**config.mk**
```make
export PLATFORM = sky130hd
export DESIGN_NAME = irsc_device_flat
export DESIGN_NICKNAME = d
export VERILOG_FILES = /design/src/irsc_pkg.sv /design/src/irsc_link_if.sv /design/src/irsc_device.sv /design/src/flat_wrapper.sv
export VERILOG_INCLUDE_DIRS = /design/src
export SDC_FILE = /design/constraint.sdc
export NUM_CORES = 1
export LEC_CHECK = 0
export BUFFER_PORTS_ARGS = -buffer_cell sky130_fd_sc_hd__buf_2
export CORE_ASPECT_RATIO = 1.2
export CORE_MARGIN = 2
export CORE_UTILIZATION = 40
export CTS_CLUSTER_DIAMETER = 50
export DETAILED_ROUTE_END_ITERATION = 6
export SLEW_MARGIN = 20
export SYNTH_ARGS = -nofsm -noshare
export SYNTH_HDL_FRONTEND = slang
export SYNTH_SLANG_ARGS = --single-unit
```
**constraint.sdc**
```tcl
create_clock -name clock -period 3.95 [get_ports clock]
set_input_delay 0.5925 -clock clock [delete_from_list [all_inputs] [get_ports clock]]
set_output_delay 0.5925 -clock clock [all_outputs]
set_load 0.01 [all_outputs]
```
**src/irsc_params.svh**
```systemverilog
// constants shared by both ends of the transceiver serial control link
`ifndef IRSC_PARAMS_SVH
`define IRSC_PARAMS_SVH
// Summary of operation
// - index all ones escapes to extended index
// - eight-bit extended index, then start plus three clocks
// - controller sends one low, then high throughout
// - device returns eight bits, bit 0 first
// - index one device id, zero manufacturer id
// - index 240 returns mask revision byte
// - indices seven, eight return supported mode bitmaps
// - unencodable commands discarded, no state change; an unsupported mode write to index one sets rx_mode to 8'h00
// - thirty low clocks reset state and registers
// - invalid write never acknowledged
// - invalid read starts no response
// - broadcast read gets no response
// - direction bit one write, zero read
// - serial clock period above 125 ns
// - write line sampled on serial clock rise
// - serial clock plus two one-way lines
// - four command formats accepted
// - answer only own address and broadcast
// - all fields sent least significant bit first
// - header sync 0,1, direction, index, address

`define IRSC_OWN_ADDR 3'h2
`define IRSC_BCAST_ADDR 3'h7
`define IRSC_IDX_MAIN0 4'h0
`define IRSC_IDX_MAIN1 4'h1
`define IRSC_IDX_MAIN2 4'h2
`define IRSC_IDX_SPECIAL 4'hD
`define IRSC_IDX_ESCAPE 4'hF

`define IRSC_EXT_MFR 8'h00
`define IRSC_EXT_DEV 8'h01
`define IRSC_EXT_RECOVERY 8'h04
`define IRSC_EXT_STABLE 8'h05
`define IRSC_EXT_CAPS 8'h06
`define IRSC_EXT_MODES_A 8'h07
`define IRSC_EXT_MODES_B 8'h08
`define IRSC_EXT_MASK 8'hF0
`define IRSC_VAL_RECOVERY 8'h23
`define IRSC_VAL_STABLE 8'h30
`define IRSC_VAL_CAPS 8'h03
`define IRSC_VAL_MODES_A 8'h2F
`define IRSC_VAL_MODES_B 8'h01

`define IRSC_RST_MAIN0 8'h0F
`define IRSC_RST_MAIN1 8'h00
`define IRSC_RST_MAIN2 8'h70

`define IRSC_LOW_RESET_CLOCKS 30
`define IRSC_TURN_CLOCKS 3
`define IRSC_CLK_PERIOD_NS 4
`define IRSC_SCLK_MIN_PERIOD_NS 125
`define IRSC_SCLK_PERIOD_CYC \
   ((`IRSC_SCLK_MIN_PERIOD_NS + `IRSC_CLK_PERIOD_NS - 1) / `IRSC_CLK_PERIOD_NS)

`define IRSC_REG_CMD 2'h0
`define IRSC_REG_STATUS 2'h1
`define IRSC_REG_RDATA 2'h2
`endif

```
**src/irsc_pkg.sv**
```systemverilog
// types shared by both ends of the transceiver serial control link
package irsc_pkg;
   typedef enum logic [2:0] {
      IRSC_CMD_WRITE,
      IRSC_CMD_READ,
      IRSC_CMD_EXT_READ,
      IRSC_CMD_SPECIAL_RESET,
      IRSC_CMD_LINE_RESET
   } irsc_cmd_type;

   typedef enum logic [3:0] {
      DS_IDLE, DS_SYNC, DS_HDR, DS_MARK, DS_DATA, DS_EIDX,
      DS_STOP, DS_ACK, DS_TURN, DS_RESP
   } irsc_dev_state_type;

   typedef enum logic [1:0] {HS_IDLE, HS_LOW, HS_HIGH} irsc_host_state_type;
endpackage
```
**src/irsc_link_if.sv**
```systemverilog
// serial clock, write line and read line between controller and transceiver
`timescale 1ns/1ns
interface irsc_link_if;
   logic sclk;
   logic serial_write_line;
   logic serial_read_line;

   modport dev (
      input sclk,
      input serial_write_line,
      output serial_read_line
   );

   modport host (
      output sclk,
      output serial_write_line,
      input serial_read_line
   );
endinterface

```
**src/irsc_device.sv**
```systemverilog
// transceiver end of the serial control link
`timescale 1ns/1ns
`include "irsc_params.svh"
module irsc_device
   import irsc_pkg::*;
#(
   // identification bytes: values are arbitrary
   parameter logic [7:0] MFR_ID = 8'h5A,
   parameter logic [7:0] DEV_ID = 8'hA5,
   parameter logic [7:0] MASK_ID = 8'h3C,
   parameter int LOW_RESET = `IRSC_LOW_RESET_CLOCKS
)
(
   input wire logic clock,
   input wire logic srst,
   irsc_link_if.dev link,
   input wire logic acknowledge_enable,
   output logic [7:0] power_ctrl,
   output logic [7:0] rx_mode,
   output logic [7:0] led_level,
   output logic frame_busy
);

   generate
      if (LOW_RESET < 2 || LOW_RESET > 250) begin : g_bad_low_reset
         $error("LOW_RESET out of range");
      end
   endgenerate

   // ==========================================================
   // pin synchronisers and serial clock edge
   // ==========================================================
   logic sclk_s1_reg, sclk_s2_reg, sclk_d_reg;
   logic wr_s1_reg, wr_s2_reg;
   logic rise;
   logic bit_in;

   always_ff @(posedge clock) begin
      if (srst) begin
         sclk_s1_reg <= 1'b0;
         sclk_s2_reg <= 1'b0;
         sclk_d_reg <= 1'b0;
         wr_s1_reg <= 1'b1;
         wr_s2_reg <= 1'b1;
      end else begin
         sclk_s1_reg <= link.sclk;
         sclk_s2_reg <= sclk_s1_reg;
         sclk_d_reg <= sclk_s2_reg;
         wr_s1_reg <= link.serial_write_line;
         wr_s2_reg <= wr_s1_reg;
      end
   end

   // both lines see the same delay, so data set up before the rise is what we take
   assign rise = sclk_s2_reg & ~sclk_d_reg;
   assign bit_in = wr_s2_reg;

   // ==========================================================
   // long low on the write line
   // ==========================================================
   logic [7:0] low_cnt_reg;
   logic line_reset;

   always_ff @(posedge clock) begin
      if (srst) begin
         low_cnt_reg <= 8'h00;
      end else if (rise) begin
         if (bit_in) begin
            low_cnt_reg <= 8'h00;
         end else if (low_cnt_reg != 8'(LOW_RESET)) begin
            low_cnt_reg <= low_cnt_reg + 8'h01;
         end
      end
   end

   // fires once per low run; saturation keeps a held-low line from re-firing
   assign line_reset = rise & ~bit_in & (low_cnt_reg == 8'(LOW_RESET - 1));

   // ==========================================================
   // frame decode helpers
   // ==========================================================
   irsc_dev_state_type state_reg;
   logic [7:0] hdr_reg;
   logic [7:0] byte_reg;
   logic [3:0] cnt_reg;
   logic bad_reg;
   logic [7:0] hdr_next;
   logic [7:0] byte_next;
   logic dir_write;
   logic [3:0] idx;
   logic [2:0] addr;
   logic addr_write_ok;
   logic addr_read_ok;
   logic [8:0] read_value;
   logic write_ok;
   logic stop_done;
   logic turn_done;

   // fields arrive lsb first, so shifting in at the top leaves them in order
   assign hdr_next = {bit_in, hdr_reg[7:1]};
   assign byte_next = {bit_in, byte_reg[7:1]};
   assign dir_write = hdr_reg[0];
   assign idx = hdr_reg[4:1];
   assign addr = hdr_reg[7:5];
   assign addr_write_ok = (addr == `IRSC_OWN_ADDR) || (addr == `IRSC_BCAST_ADDR);
   // broadcast reads would have several devices answering on one line
   assign addr_read_ok = (addr == `IRSC_OWN_ADDR);

   function automatic logic [8:0] ext_lookup(input logic [7:0] ei);
      logic [8:0] r;
      r = 9'h000;
      unique case (ei)
         `IRSC_EXT_MFR: r = {1'b1, MFR_ID};
         `IRSC_EXT_DEV: r = {1'b1, DEV_ID};
         `IRSC_EXT_RECOVERY: r = {1'b1, `IRSC_VAL_RECOVERY};
         `IRSC_EXT_STABLE: r = {1'b1, `IRSC_VAL_STABLE};
         `IRSC_EXT_CAPS: r = {1'b1, `IRSC_VAL_CAPS};
         `IRSC_EXT_MODES_A: r = {1'b1, `IRSC_VAL_MODES_A};
         `IRSC_EXT_MODES_B: r = {1'b1, `IRSC_VAL_MODES_B};
         `IRSC_EXT_MASK: r = {1'b1, MASK_ID};
         default: r = 9'h000;
      endcase
      return r;
   endfunction

   function automatic logic mode_ok(input logic [7:0] m);
      return (m == 8'h00) || (m == 8'h01) || (m == 8'h02) || (m == 8'h03) ||
         (m == 8'h05) || (m == 8'h08);
   endfunction

   always_comb begin
      read_value = 9'h000;
      if (idx == `IRSC_IDX_ESCAPE) begin
         read_value = ext_lookup(byte_reg);
      end else if (idx == `IRSC_IDX_MAIN0) begin
         read_value = {1'b1, power_ctrl};
      end else if (idx == `IRSC_IDX_MAIN1) begin
         read_value = {1'b1, rx_mode};
      end else if (idx == `IRSC_IDX_MAIN2) begin
         read_value = {1'b1, led_level};
      end
   end

   assign write_ok = addr_write_ok & ~bad_reg &
      ((idx == `IRSC_IDX_MAIN0) || (idx == `IRSC_IDX_MAIN2) ||
       ((idx == `IRSC_IDX_MAIN1) & mode_ok(byte_reg)));
   assign stop_done = (state_reg == DS_STOP) & rise & (cnt_reg == 4'h1);
   assign turn_done = (state_reg == DS_TURN) & rise & (cnt_reg == 4'(`IRSC_TURN_CLOCKS));

   // ==========================================================
   // frame state
   // ==========================================================
   always_ff @(posedge clock) begin
      if (srst || line_reset) begin
         state_reg <= DS_IDLE;
         hdr_reg <= 8'h00;
         byte_reg <= 8'h00;
         cnt_reg <= 4'h0;
         bad_reg <= 1'b0;
      end else if (rise) begin
         cnt_reg <= cnt_reg + 4'h1;
         unique case (state_reg)
            DS_IDLE: begin
               if (!bit_in) begin
                  state_reg <= DS_SYNC;
               end
            end
            DS_SYNC: begin
               if (bit_in) begin
                  state_reg <= DS_HDR;
                  cnt_reg <= 4'h0;
                  bad_reg <= 1'b0;
               end
            end
            DS_HDR: begin
               hdr_reg <= hdr_next;
               if (cnt_reg == 4'h7) begin
                  cnt_reg <= 4'h0;
                  // format chosen from direction and index
                  if (hdr_next[0] && hdr_next[4:1] == `IRSC_IDX_SPECIAL) begin
                     state_reg <= DS_STOP;
                  end else if (hdr_next[0] || hdr_next[4:1] == `IRSC_IDX_ESCAPE) begin
                     state_reg <= DS_MARK;
                  end else begin
                     state_reg <= DS_TURN;
                  end
               end
            end
            DS_MARK: begin
               bad_reg <= ~bit_in;
               cnt_reg <= 4'h0;
               state_reg <= dir_write ? DS_DATA : DS_EIDX;
            end
            DS_DATA, DS_EIDX: begin
               byte_reg <= byte_next;
               if (cnt_reg == 4'h7) begin
                  cnt_reg <= 4'h0;
                  state_reg <= (state_reg == DS_DATA) ? DS_STOP : DS_TURN;
               end
            end
            DS_STOP: begin
               if (cnt_reg == 4'h1) begin
                  if (idx != `IRSC_IDX_SPECIAL && write_ok && acknowledge_enable) begin
                     state_reg <= DS_ACK;
                  end else begin
                     state_reg <= DS_IDLE;
                  end
               end
            end
            DS_ACK: state_reg <= DS_IDLE;
            DS_TURN: begin
               // start clock plus three high clocks before the first data bit
               if (cnt_reg == 4'(`IRSC_TURN_CLOCKS)) begin
                  cnt_reg <= 4'h0;
                  if (addr_read_ok && read_value[8] && !bad_reg) begin
                     state_reg <= DS_RESP;
                  end else begin
                     state_reg <= DS_IDLE;
                  end
               end
            end
            DS_RESP: begin
               if (cnt_reg == 4'h7) begin
                  state_reg <= DS_IDLE;
               end
            end
         endcase
      end
   end

   // ==========================================================
   // control registers
   // ==========================================================
   always_ff @(posedge clock) begin
      if (srst || line_reset) begin
         power_ctrl <= `IRSC_RST_MAIN0;
         rx_mode <= `IRSC_RST_MAIN1;
         led_level <= `IRSC_RST_MAIN2;
      end else if (stop_done && addr_write_ok) begin
         if (idx == `IRSC_IDX_SPECIAL) begin
            power_ctrl <= `IRSC_RST_MAIN0;
            rx_mode <= `IRSC_RST_MAIN1;
            led_level <= `IRSC_RST_MAIN2;
         end else if (!bad_reg) begin
            // other indices fall through untouched
            if (idx == `IRSC_IDX_MAIN0) begin
               power_ctrl <= byte_reg;
            end else if (idx == `IRSC_IDX_MAIN2) begin
               led_level <= byte_reg;
            end else if (idx == `IRSC_IDX_MAIN1) begin
               // an unsupported mode parks the receiver in the default mode
               rx_mode <= mode_ok(byte_reg) ? byte_reg : 8'h00;
            end
         end
      end
   end

   // ==========================================================
   // read line driver
   // ==========================================================
   logic [7:0] out_shift_reg;
   logic rd_line_reg;

   always_ff @(posedge clock) begin
      if (srst || line_reset) begin
         out_shift_reg <= 8'h00;
         rd_line_reg <= 1'b1;
      end else if (rise) begin
         if (stop_done && state_reg == DS_STOP && idx != `IRSC_IDX_SPECIAL &&
             write_ok && acknowledge_enable) begin
            rd_line_reg <= 1'b0;
         end else if (turn_done && addr_read_ok && read_value[8] && !bad_reg) begin
            rd_line_reg <= read_value[0];
            out_shift_reg <= {1'b1, read_value[7:1]};
         end else if (state_reg == DS_RESP && cnt_reg != 4'h7) begin
            rd_line_reg <= out_shift_reg[0];
            out_shift_reg <= {1'b1, out_shift_reg[7:1]};
         end else begin
            rd_line_reg <= 1'b1;
         end
      end
   end

   always_ff @(posedge clock) begin
      if (srst) begin
         frame_busy <= 1'b0;
      end else begin
         frame_busy <= (state_reg != DS_IDLE);
      end
   end

   assign link.serial_read_line = rd_line_reg;
endmodule

```
**src/flat_wrapper.sv**
```systemverilog
// flat-port wrapper written by rule: the top's interface ports become plain ports
module irsc_device_flat import irsc_pkg::*;
#(
                                                
   parameter logic [7:0] MFR_ID = 8'h5A,
   parameter logic [7:0] DEV_ID = 8'hA5,
   parameter logic [7:0] MASK_ID = 8'h3C,
   parameter int LOW_RESET = `IRSC_LOW_RESET_CLOCKS
)
  (clock, srst, acknowledge_enable, power_ctrl, rx_mode, led_level, frame_busy, link_sclk, link_serial_write_line, link_serial_read_line);
  irsc_link_if link_i ();
  input wire logic clock;
  input wire logic srst;
  input wire logic acknowledge_enable;
  output logic [7:0] power_ctrl;
  output logic [7:0] rx_mode;
  output logic [7:0] led_level;
  output logic frame_busy;
  input wire logic [$bits(link_i.sclk)-1:0] link_sclk;
  input wire logic [$bits(link_i.serial_write_line)-1:0] link_serial_write_line;
  output wire logic [$bits(link_i.serial_read_line)-1:0] link_serial_read_line;
  assign link_i.sclk = link_sclk;
  assign link_i.serial_write_line = link_serial_write_line;
  assign link_serial_read_line = link_i.serial_read_line;
  irsc_device #(.MFR_ID(MFR_ID), .DEV_ID(DEV_ID), .MASK_ID(MASK_ID), .LOW_RESET(LOW_RESET)) u_core (.clock(clock), .srst(srst), .link(link_i), .acknowledge_enable(acknowledge_enable), .power_ctrl(power_ctrl), .rx_mode(rx_mode), .led_level(led_level), .frame_busy(frame_busy));
endmodule
```
==> results by group, run 1 <==
Timing
  • Highest Clock Rate: 353 MHz
  • Final min period: 2.83 ns
  • Final worst setup slack: 1.12 ns
  • Unrepaired setup endpoints after global routing: false
  • Worst clock skew: 0.00807 ns
  • Final Setup Violations: 0
  • Post-route setup TNS: 0 ns
  • Slew Limit Fails: 0
  • Min Hold Slack: 0.415 ns
  • Final period util: 0.717
  • Count of final hold-check violations: 0
  • Slew HR: 0.416
  • Slew @ Worst Pin: 0.854 ns

Synthesis
  • Synthesized area per cell: 8.13 sq um
  • Synth unique cells: 72
  • Syn. warnings: 0
  • Most used flip-flop cell after synthesis: dfxtp_1
  • Async set-reset flop share out of synthesis: 0
  • Register area share after synthesis: 0.373
  • Number of flops mapped to enable cells by yosys: 0
  • Mapped Area: 3860 sq um
  • Synth Instances: 475
  • Post-Syn Nets: 485
  • Seq cells post-synth: 72

Route
  • DRT Wirelength: 9.69 mm
  • # DRC: 0
  • Initial DRC Count: 209
  • DRT antenna net count: 0
  • Vias per cell: 5.77
  • Via count: 3,534
  • DR WL/cell: 15.8 um
  • DR pass1 iterations: 5

Min path
  • HP Class: reg -> reg

Clock tree
  • Clk slew on worst S/H paths: 0.06 ns
  • CTS Buffer Depth: 2
  • Setup Buffers After CTS: 0
  • Root buf cell: clkbuf_16
  • Post-CTS Resized: 0
  • Num CTS Buffers: 9
  • # clock sinks: 72
  • CTS Hold Bufs: 0
  • Later-pin clock latency in the skew report: 0.34 ns
  • TritonCTS clock tree: done
  • H-tree levels: 3

Layout
  • # diodes: 0
  • Core Util, Final: 0.458
  • Fillers: 957
  • Area grow syn2layout: 12.3%
  • Combined area of the multi-input logic cells: 2200 sq um
  • Layout cells sized above 1: 0.145
  • Final #Nets: 494
  • Finished Cell Area: 4330 sq um
  • FF+latch area: 1440 sq um
  • Non-Filler Instances: 612

Floorplanning
  • Core Footprint: 9470 sq um
  • Starting Density: 0.408
  • Die H: 112 um
  • I/O pin cnt: 31
  • Die X-Extent: 93.7 um
  • Die ar.: 10,500 sq um
  • Row Count: 39

Critical path
  • Startpoint type of the worst setup path: register
  • Required time worst endpoint: 4.22 ns
  • WS Path Type: reg -> reg
  • Crit-path cells: and4_2 > o2111ai_1 > nor3_1 > a21boi_2 > or4_1 > a21oi_1
  • CP peak stage delay: 0.85 ns
  • Critical-path top delay cell: dfxtp_1
  • Worst Setup End Kind: register
  • Crit Path Max Fanout: 27
  • Worst Path Arrival: 3.10 ns

Global route
  • Grt total ovfl: 0
  • Number of global-route vias before repair: 3,140
  • Overall Global Routing Usage: 0.195
  • Maximum number of pins on one net before global-route repair: 35
  • Initial antenna violation count: 0
  • First-pass GRT wire length: 15.8 mm

Place
  • Dpl ws: 1.19 ns
  • Dpl cells: 596
  • I/O Buffers: 30
  • Gpl congestion: 0.838
  • Hpwl dp: 6.67 mm
  • Placed inst area: 4010 sq um

Power
  • Worst IR Drop VDD: 0.221 mV
  • Leak pwr: 1.68 nW
  • PD cells: 381 nW/um^2
  • Pwr Total: 1.65 mW

Run
  • Max Cap Viol: 0

Status
  • Outcome: finished clean
[final cells by class]
class,count,share of cell area
Clock buffer,12,0.0569
Clock inverter,4,0.0179
Inverter,8,0.00693
Multi-Input combinational cell,359,0.509
Sequential cell,72,0.333
Tap cell,123,0.0355
Timing Repair Buffer,34,0.0416
[critical path: cells and delay by family, from the launching register on]
family,cells,cell delay [ns]
DFF,1,0.85
AOI/OAI and AO/OA,3,0.47
and+or+nand+nor,3,1.43
[layout by cell type, fill, tap and decap left out, drive strengths merged, types with 12 or more instances in the layout]
cell type / n
a21oi: 36
buf: 34
clkbuf: 12
dfxtp: 72
mux2i: 24
nand2: 41
nand3: 23
nor2: 56
nor3: 21
o21ai: 27
o22ai: 16
[report_power, final]
| part | switching (mW) | internal (mW) | total, mW |
|---|---|---|---|
| Clock | 0.311 | 0.572 | 0.883 |
| Combinational | 0.0236 | 0.0116 | 0.0351 |
| Sequential | 0.00379 | 0.731 | 0.734 |
| Total | 0.338 | 1.31 | 1.65 |
[path summary, 6_finish.rpt]
check | startpoint | to | slack, ns | depth (start not counted)
setup / recovery | u_core.hdr_reg[2] | u_core.out_shift_reg[6] | 1.12 | 6
hold / removal | u_core.wr_s1_reg | u_core.bit_in | 0.42 | 1
setup reg to reg | u_core.hdr_reg[2] | u_core.out_shift_reg[6] | 1.12 | 6
hold reg to reg | u_core.wr_s1_reg | u_core.bit_in | 0.42 | 1
[per-layer routing]
metal  up-vias  share of wire  GRT usage
met3        16          0.058     0.0589
li1       1752              -          -
met4         0          0.018     0.0686
met5         -              0          0
met1      1661           0.44      0.249
met2       105           0.49      0.312
[Yosys cell counts (3+ instances only)]
library cell / count / area share
nor3_1: 21 / 0.027
xnor2_1: 3 / 0.0068
clkbuf_8: 3 / 0.011
or2_2: 3 / 0.0049
a211oi_1: 5 / 0.0097
dfxtp_1: 72 / 0.37
buf_2: 3 / 0.0039
ha_1: 5 / 0.016
inv_1: 8 / 0.0078
and3_1: 9 / 0.015
nor2_1: 55 / 0.053
mux2i_1: 24 / 0.062
nand2_1: 41 / 0.040
nand4_1: 8 / 0.013
o22ai_1: 16 / 0.026
nor4_1: 5 / 0.0081
nand2b_1: 4 / 0.0065
o21ai_0: 20 / 0.026
o21a_1: 3 / 0.0058
xor2_1: 6 / 0.014
nor2b_1: 7 / 0.011
or4_1: 4 / 0.0078
clkbuf_1: 25 / 0.024
o21ai_1: 5 / 0.0065
a21oi_1: 36 / 0.047
or3_1: 4 / 0.0065
and2_1: 3 / 0.0049
nand3_1: 22 / 0.029
[kinds of logic (layout without fill, tap and decap cells)]
family / count (synthesis) / after routing / synth area share
AOI/OAI and AO/OA: 116 / 116 / 0.199
buffers and inverters: 44 / 58 / 0.0557
and+or+nand+nor: 203 / 203 / 0.267
adders and majority gates: 5 / 5 / 0.0162
xor gates and xnor gates: 9 / 9 / 0.0204
muxes: 26 / 26 / 0.0681
DFF: 72 / 72 / 0.373
Note: power is estimated with default switching activity, not from simulation.
==> run 2: changes to the inputs <==
Clock period 3.95 ns to 2.9 ns, I/O delays scaled along.
==> run 2 against run 1 <==
  * Sequential share of layout area hardly changed
  * Cell area is 0.12% higher
  * Count of clock-buffer cells in the layout is 2 lower
  * Largest cell class unchanged
  * Utilization is 0.053 points higher
  * Setup slack worse by 0.76 ns
  * Register-to-register slack worse by 0.76 ns
  * Cell count is 1.1% higher
  * Global-route usage is 0.39 points higher
==> results by group, run 2 (synthesis gave the netlist of run 1 again) <==
Floorplanning
  • Die X-Extent: 93.7 um
  • Row Count: 39
  • Starting Density: 0.408
  • Core Footprint: 9470 sq um
  • I/O pin cnt: 31
  • Die ar.: 10,500 sq um
  • Die H: 112 um

Layout
  • Layout cells sized above 1: 0.161
  • Commonest non-fill, non-tap cell in the layout: dfxtp_1
  • Final #Nets: 503
  • Core Util, Final: 0.458
  • Fillers: 968
  • # diodes: 0
  • Leading cell types in the layout, fill and taps excluded: dfxtp_1 (72), nor2_1 (55), nand2_1 (41)
  • Area grow syn2layout: 12.4%

Min path
  • HP Class: in -> reg

Power
  • Leak pwr: 1.70 nW
  • Worst IR Drop VDD: 0.311 mV
  • PD cells: 468 nW/um^2

Critical path
  • Required time worst endpoint: 3.16 ns
  • Startpoint type of the worst setup path: register
  • Crit-path cells: ha_1 > or3b_1 > and3_1 > nor4_2 > o311ai_1 > or4_1 > a21oi_1
  • Critical-path top delay cell: or4_1
  • Buf+Inv Stages, Crit Path: 0
  • WS Path Type: reg -> reg
  • Delay-heaviest family, CP: simple AND/OR/NAND/NOR gates
  • Worst Setup End Kind: register
  • CP peak stage delay: 0.57 ns
  • Crit Path Max Fanout: 8
  • Worst Path Arrival: 2.81 ns

Timing
  • Min Hold Slack: 0.292 ns
  • Final worst setup slack: 0.355 ns
  • Final period util: 0.878
  • Count of final hold-check violations: 0
  • Post-route setup TNS: 0 ns
  • Slew HR: 0.455
  • Final min period: 2.55 ns
  • Final Setup Violations: 0
  • Slew @ Worst Pin: 0.797 ns
  • Worst clock skew: 0.00538 ns
  • Highest Clock Rate: 393 MHz
  • Unrepaired setup endpoints after global routing: false
  • Slew Limit Fails: 0

Clock tree
  • Root buf cell: clkbuf_16
  • Post-CTS Resized: 0
  • Clk slew on worst S/H paths: 0.06 ns
  • CTS Buffer Depth: 2
  • H-tree levels: 3
  • # clock sinks: 72
  • CTS Hold Bufs: 0
  • TritonCTS clock tree: done
  • Later-pin clock latency in the skew report: 0.33 ns
  • Num CTS Buffers: 9
  • Setup Buffers After CTS: 0

Global route
  • Number of global-route vias before repair: 3,312
  • Maximum number of pins on one net before global-route repair: 37
  • Initial antenna violation count: 0
  • Grt total ovfl: 0
  • Overall Global Routing Usage: 0.199
  • First-pass GRT wire length: 16.5 mm

Route
  • DRT antenna net count: 0
  • Vias per cell: 5.67
  • Initial DRC Count: 177
  • DRT Wirelength: 9.94 mm
  • Via count: 3,509
  • DR pass1 iterations: 4
  • DR WL/cell: 16.1 um
  • # DRC: 0

Status
  • Outcome: finished clean

Place
  • Hpwl dp: 6.91 mm
  • I/O Buffers: 30
  • Gpl congestion: 0.897
  • Dpl ws: 0.398 ns

Run
  • Max Cap Viol: 0
-- run 2: cell count changes in the layout (fill, tap and decap cells not counted), sizes merged --
cell      before  now
bufinv         2    0
buf           34   43
clkbuf        12   10
clkinvlp       0    1
clkinv         2    3
-- run 2: worst paths after layout --
kind / slack, ns / startpoint / depth (start not counted) / endpoint
worst max register to register: 0.35 / u_core.cnt_reg[0] / 7 / u_core.state_reg[1]
worst min-delay path: 0.29 / link_serial_write_line / 2 / u_core.wr_s1_reg
worst max-delay path: 0.35 / u_core.cnt_reg[0] / 7 / u_core.state_reg[1]
worst min register to register: 0.41 / u_core.wr_s1_reg / 1 / u_core.bit_in
-- run 2: stage by stage --
step / instance area (sq um) / power (mW) / std cells
after global routing: 4340 / 2.10 / 619
after detailed placement: 4080 / 1.07 / 605
after global placement: 4080 / 1.07 / 605
final: 4340 / 2.03 / 619
after floorplan: 3860 / 1.06 / 475
after CTS: 4340 / 2.05 / 619
-- run 2: worst reg2reg max path: stages, from the launching register on --
cell and delay [ns]:
dfxtp_1 0.40, ha_1 0.23, or3b_1 0.41, and3_1 0.18, nor4_2 0.26, o311ai_1 0.30, or4_1 0.57, a21oi_1 0.13
-- run 2: where the power goes --
group | leakage, nW | internal (mW) | switching (mW) | total [mW]
Clock | 0.130 | 0.587 | 0.394 | 0.981
Sequential | 0.581 | 0.995 | 0.00526 | 1.00
Combinational | 0.987 | 0.0159 | 0.0328 | 0.0486
Total | 1.70 | 1.60 | 0.432 | 2.03
-- run 2: per-layer routing --
| metal | vias up | global-route usage | wire length, um |
|---|---|---|---|
| met5 | - | 0 | 0 |
| met2 | 68 | 0.340 | 4890 |
| li1 | 1755 | - | - |
| met4 | 0 | 0.0560 | 131 |
| met1 | 1675 | 0.254 | 4560 |
| met3 | 11 | 0.0392 | 356 |
-- run 2: cell type report --
cell class	count	area (sq um)	area share
Inverter	8	30.0	0.00692
Tap cell	123	154	0.0355
Timing Repair Buffer	43	248	0.0571
Clock buffer	10	239	0.0551
Sequential cell	72	1440	0.332
Multi-Input combinational cell	359	2200	0.508
Clock inverter	4	22.5	0.00519
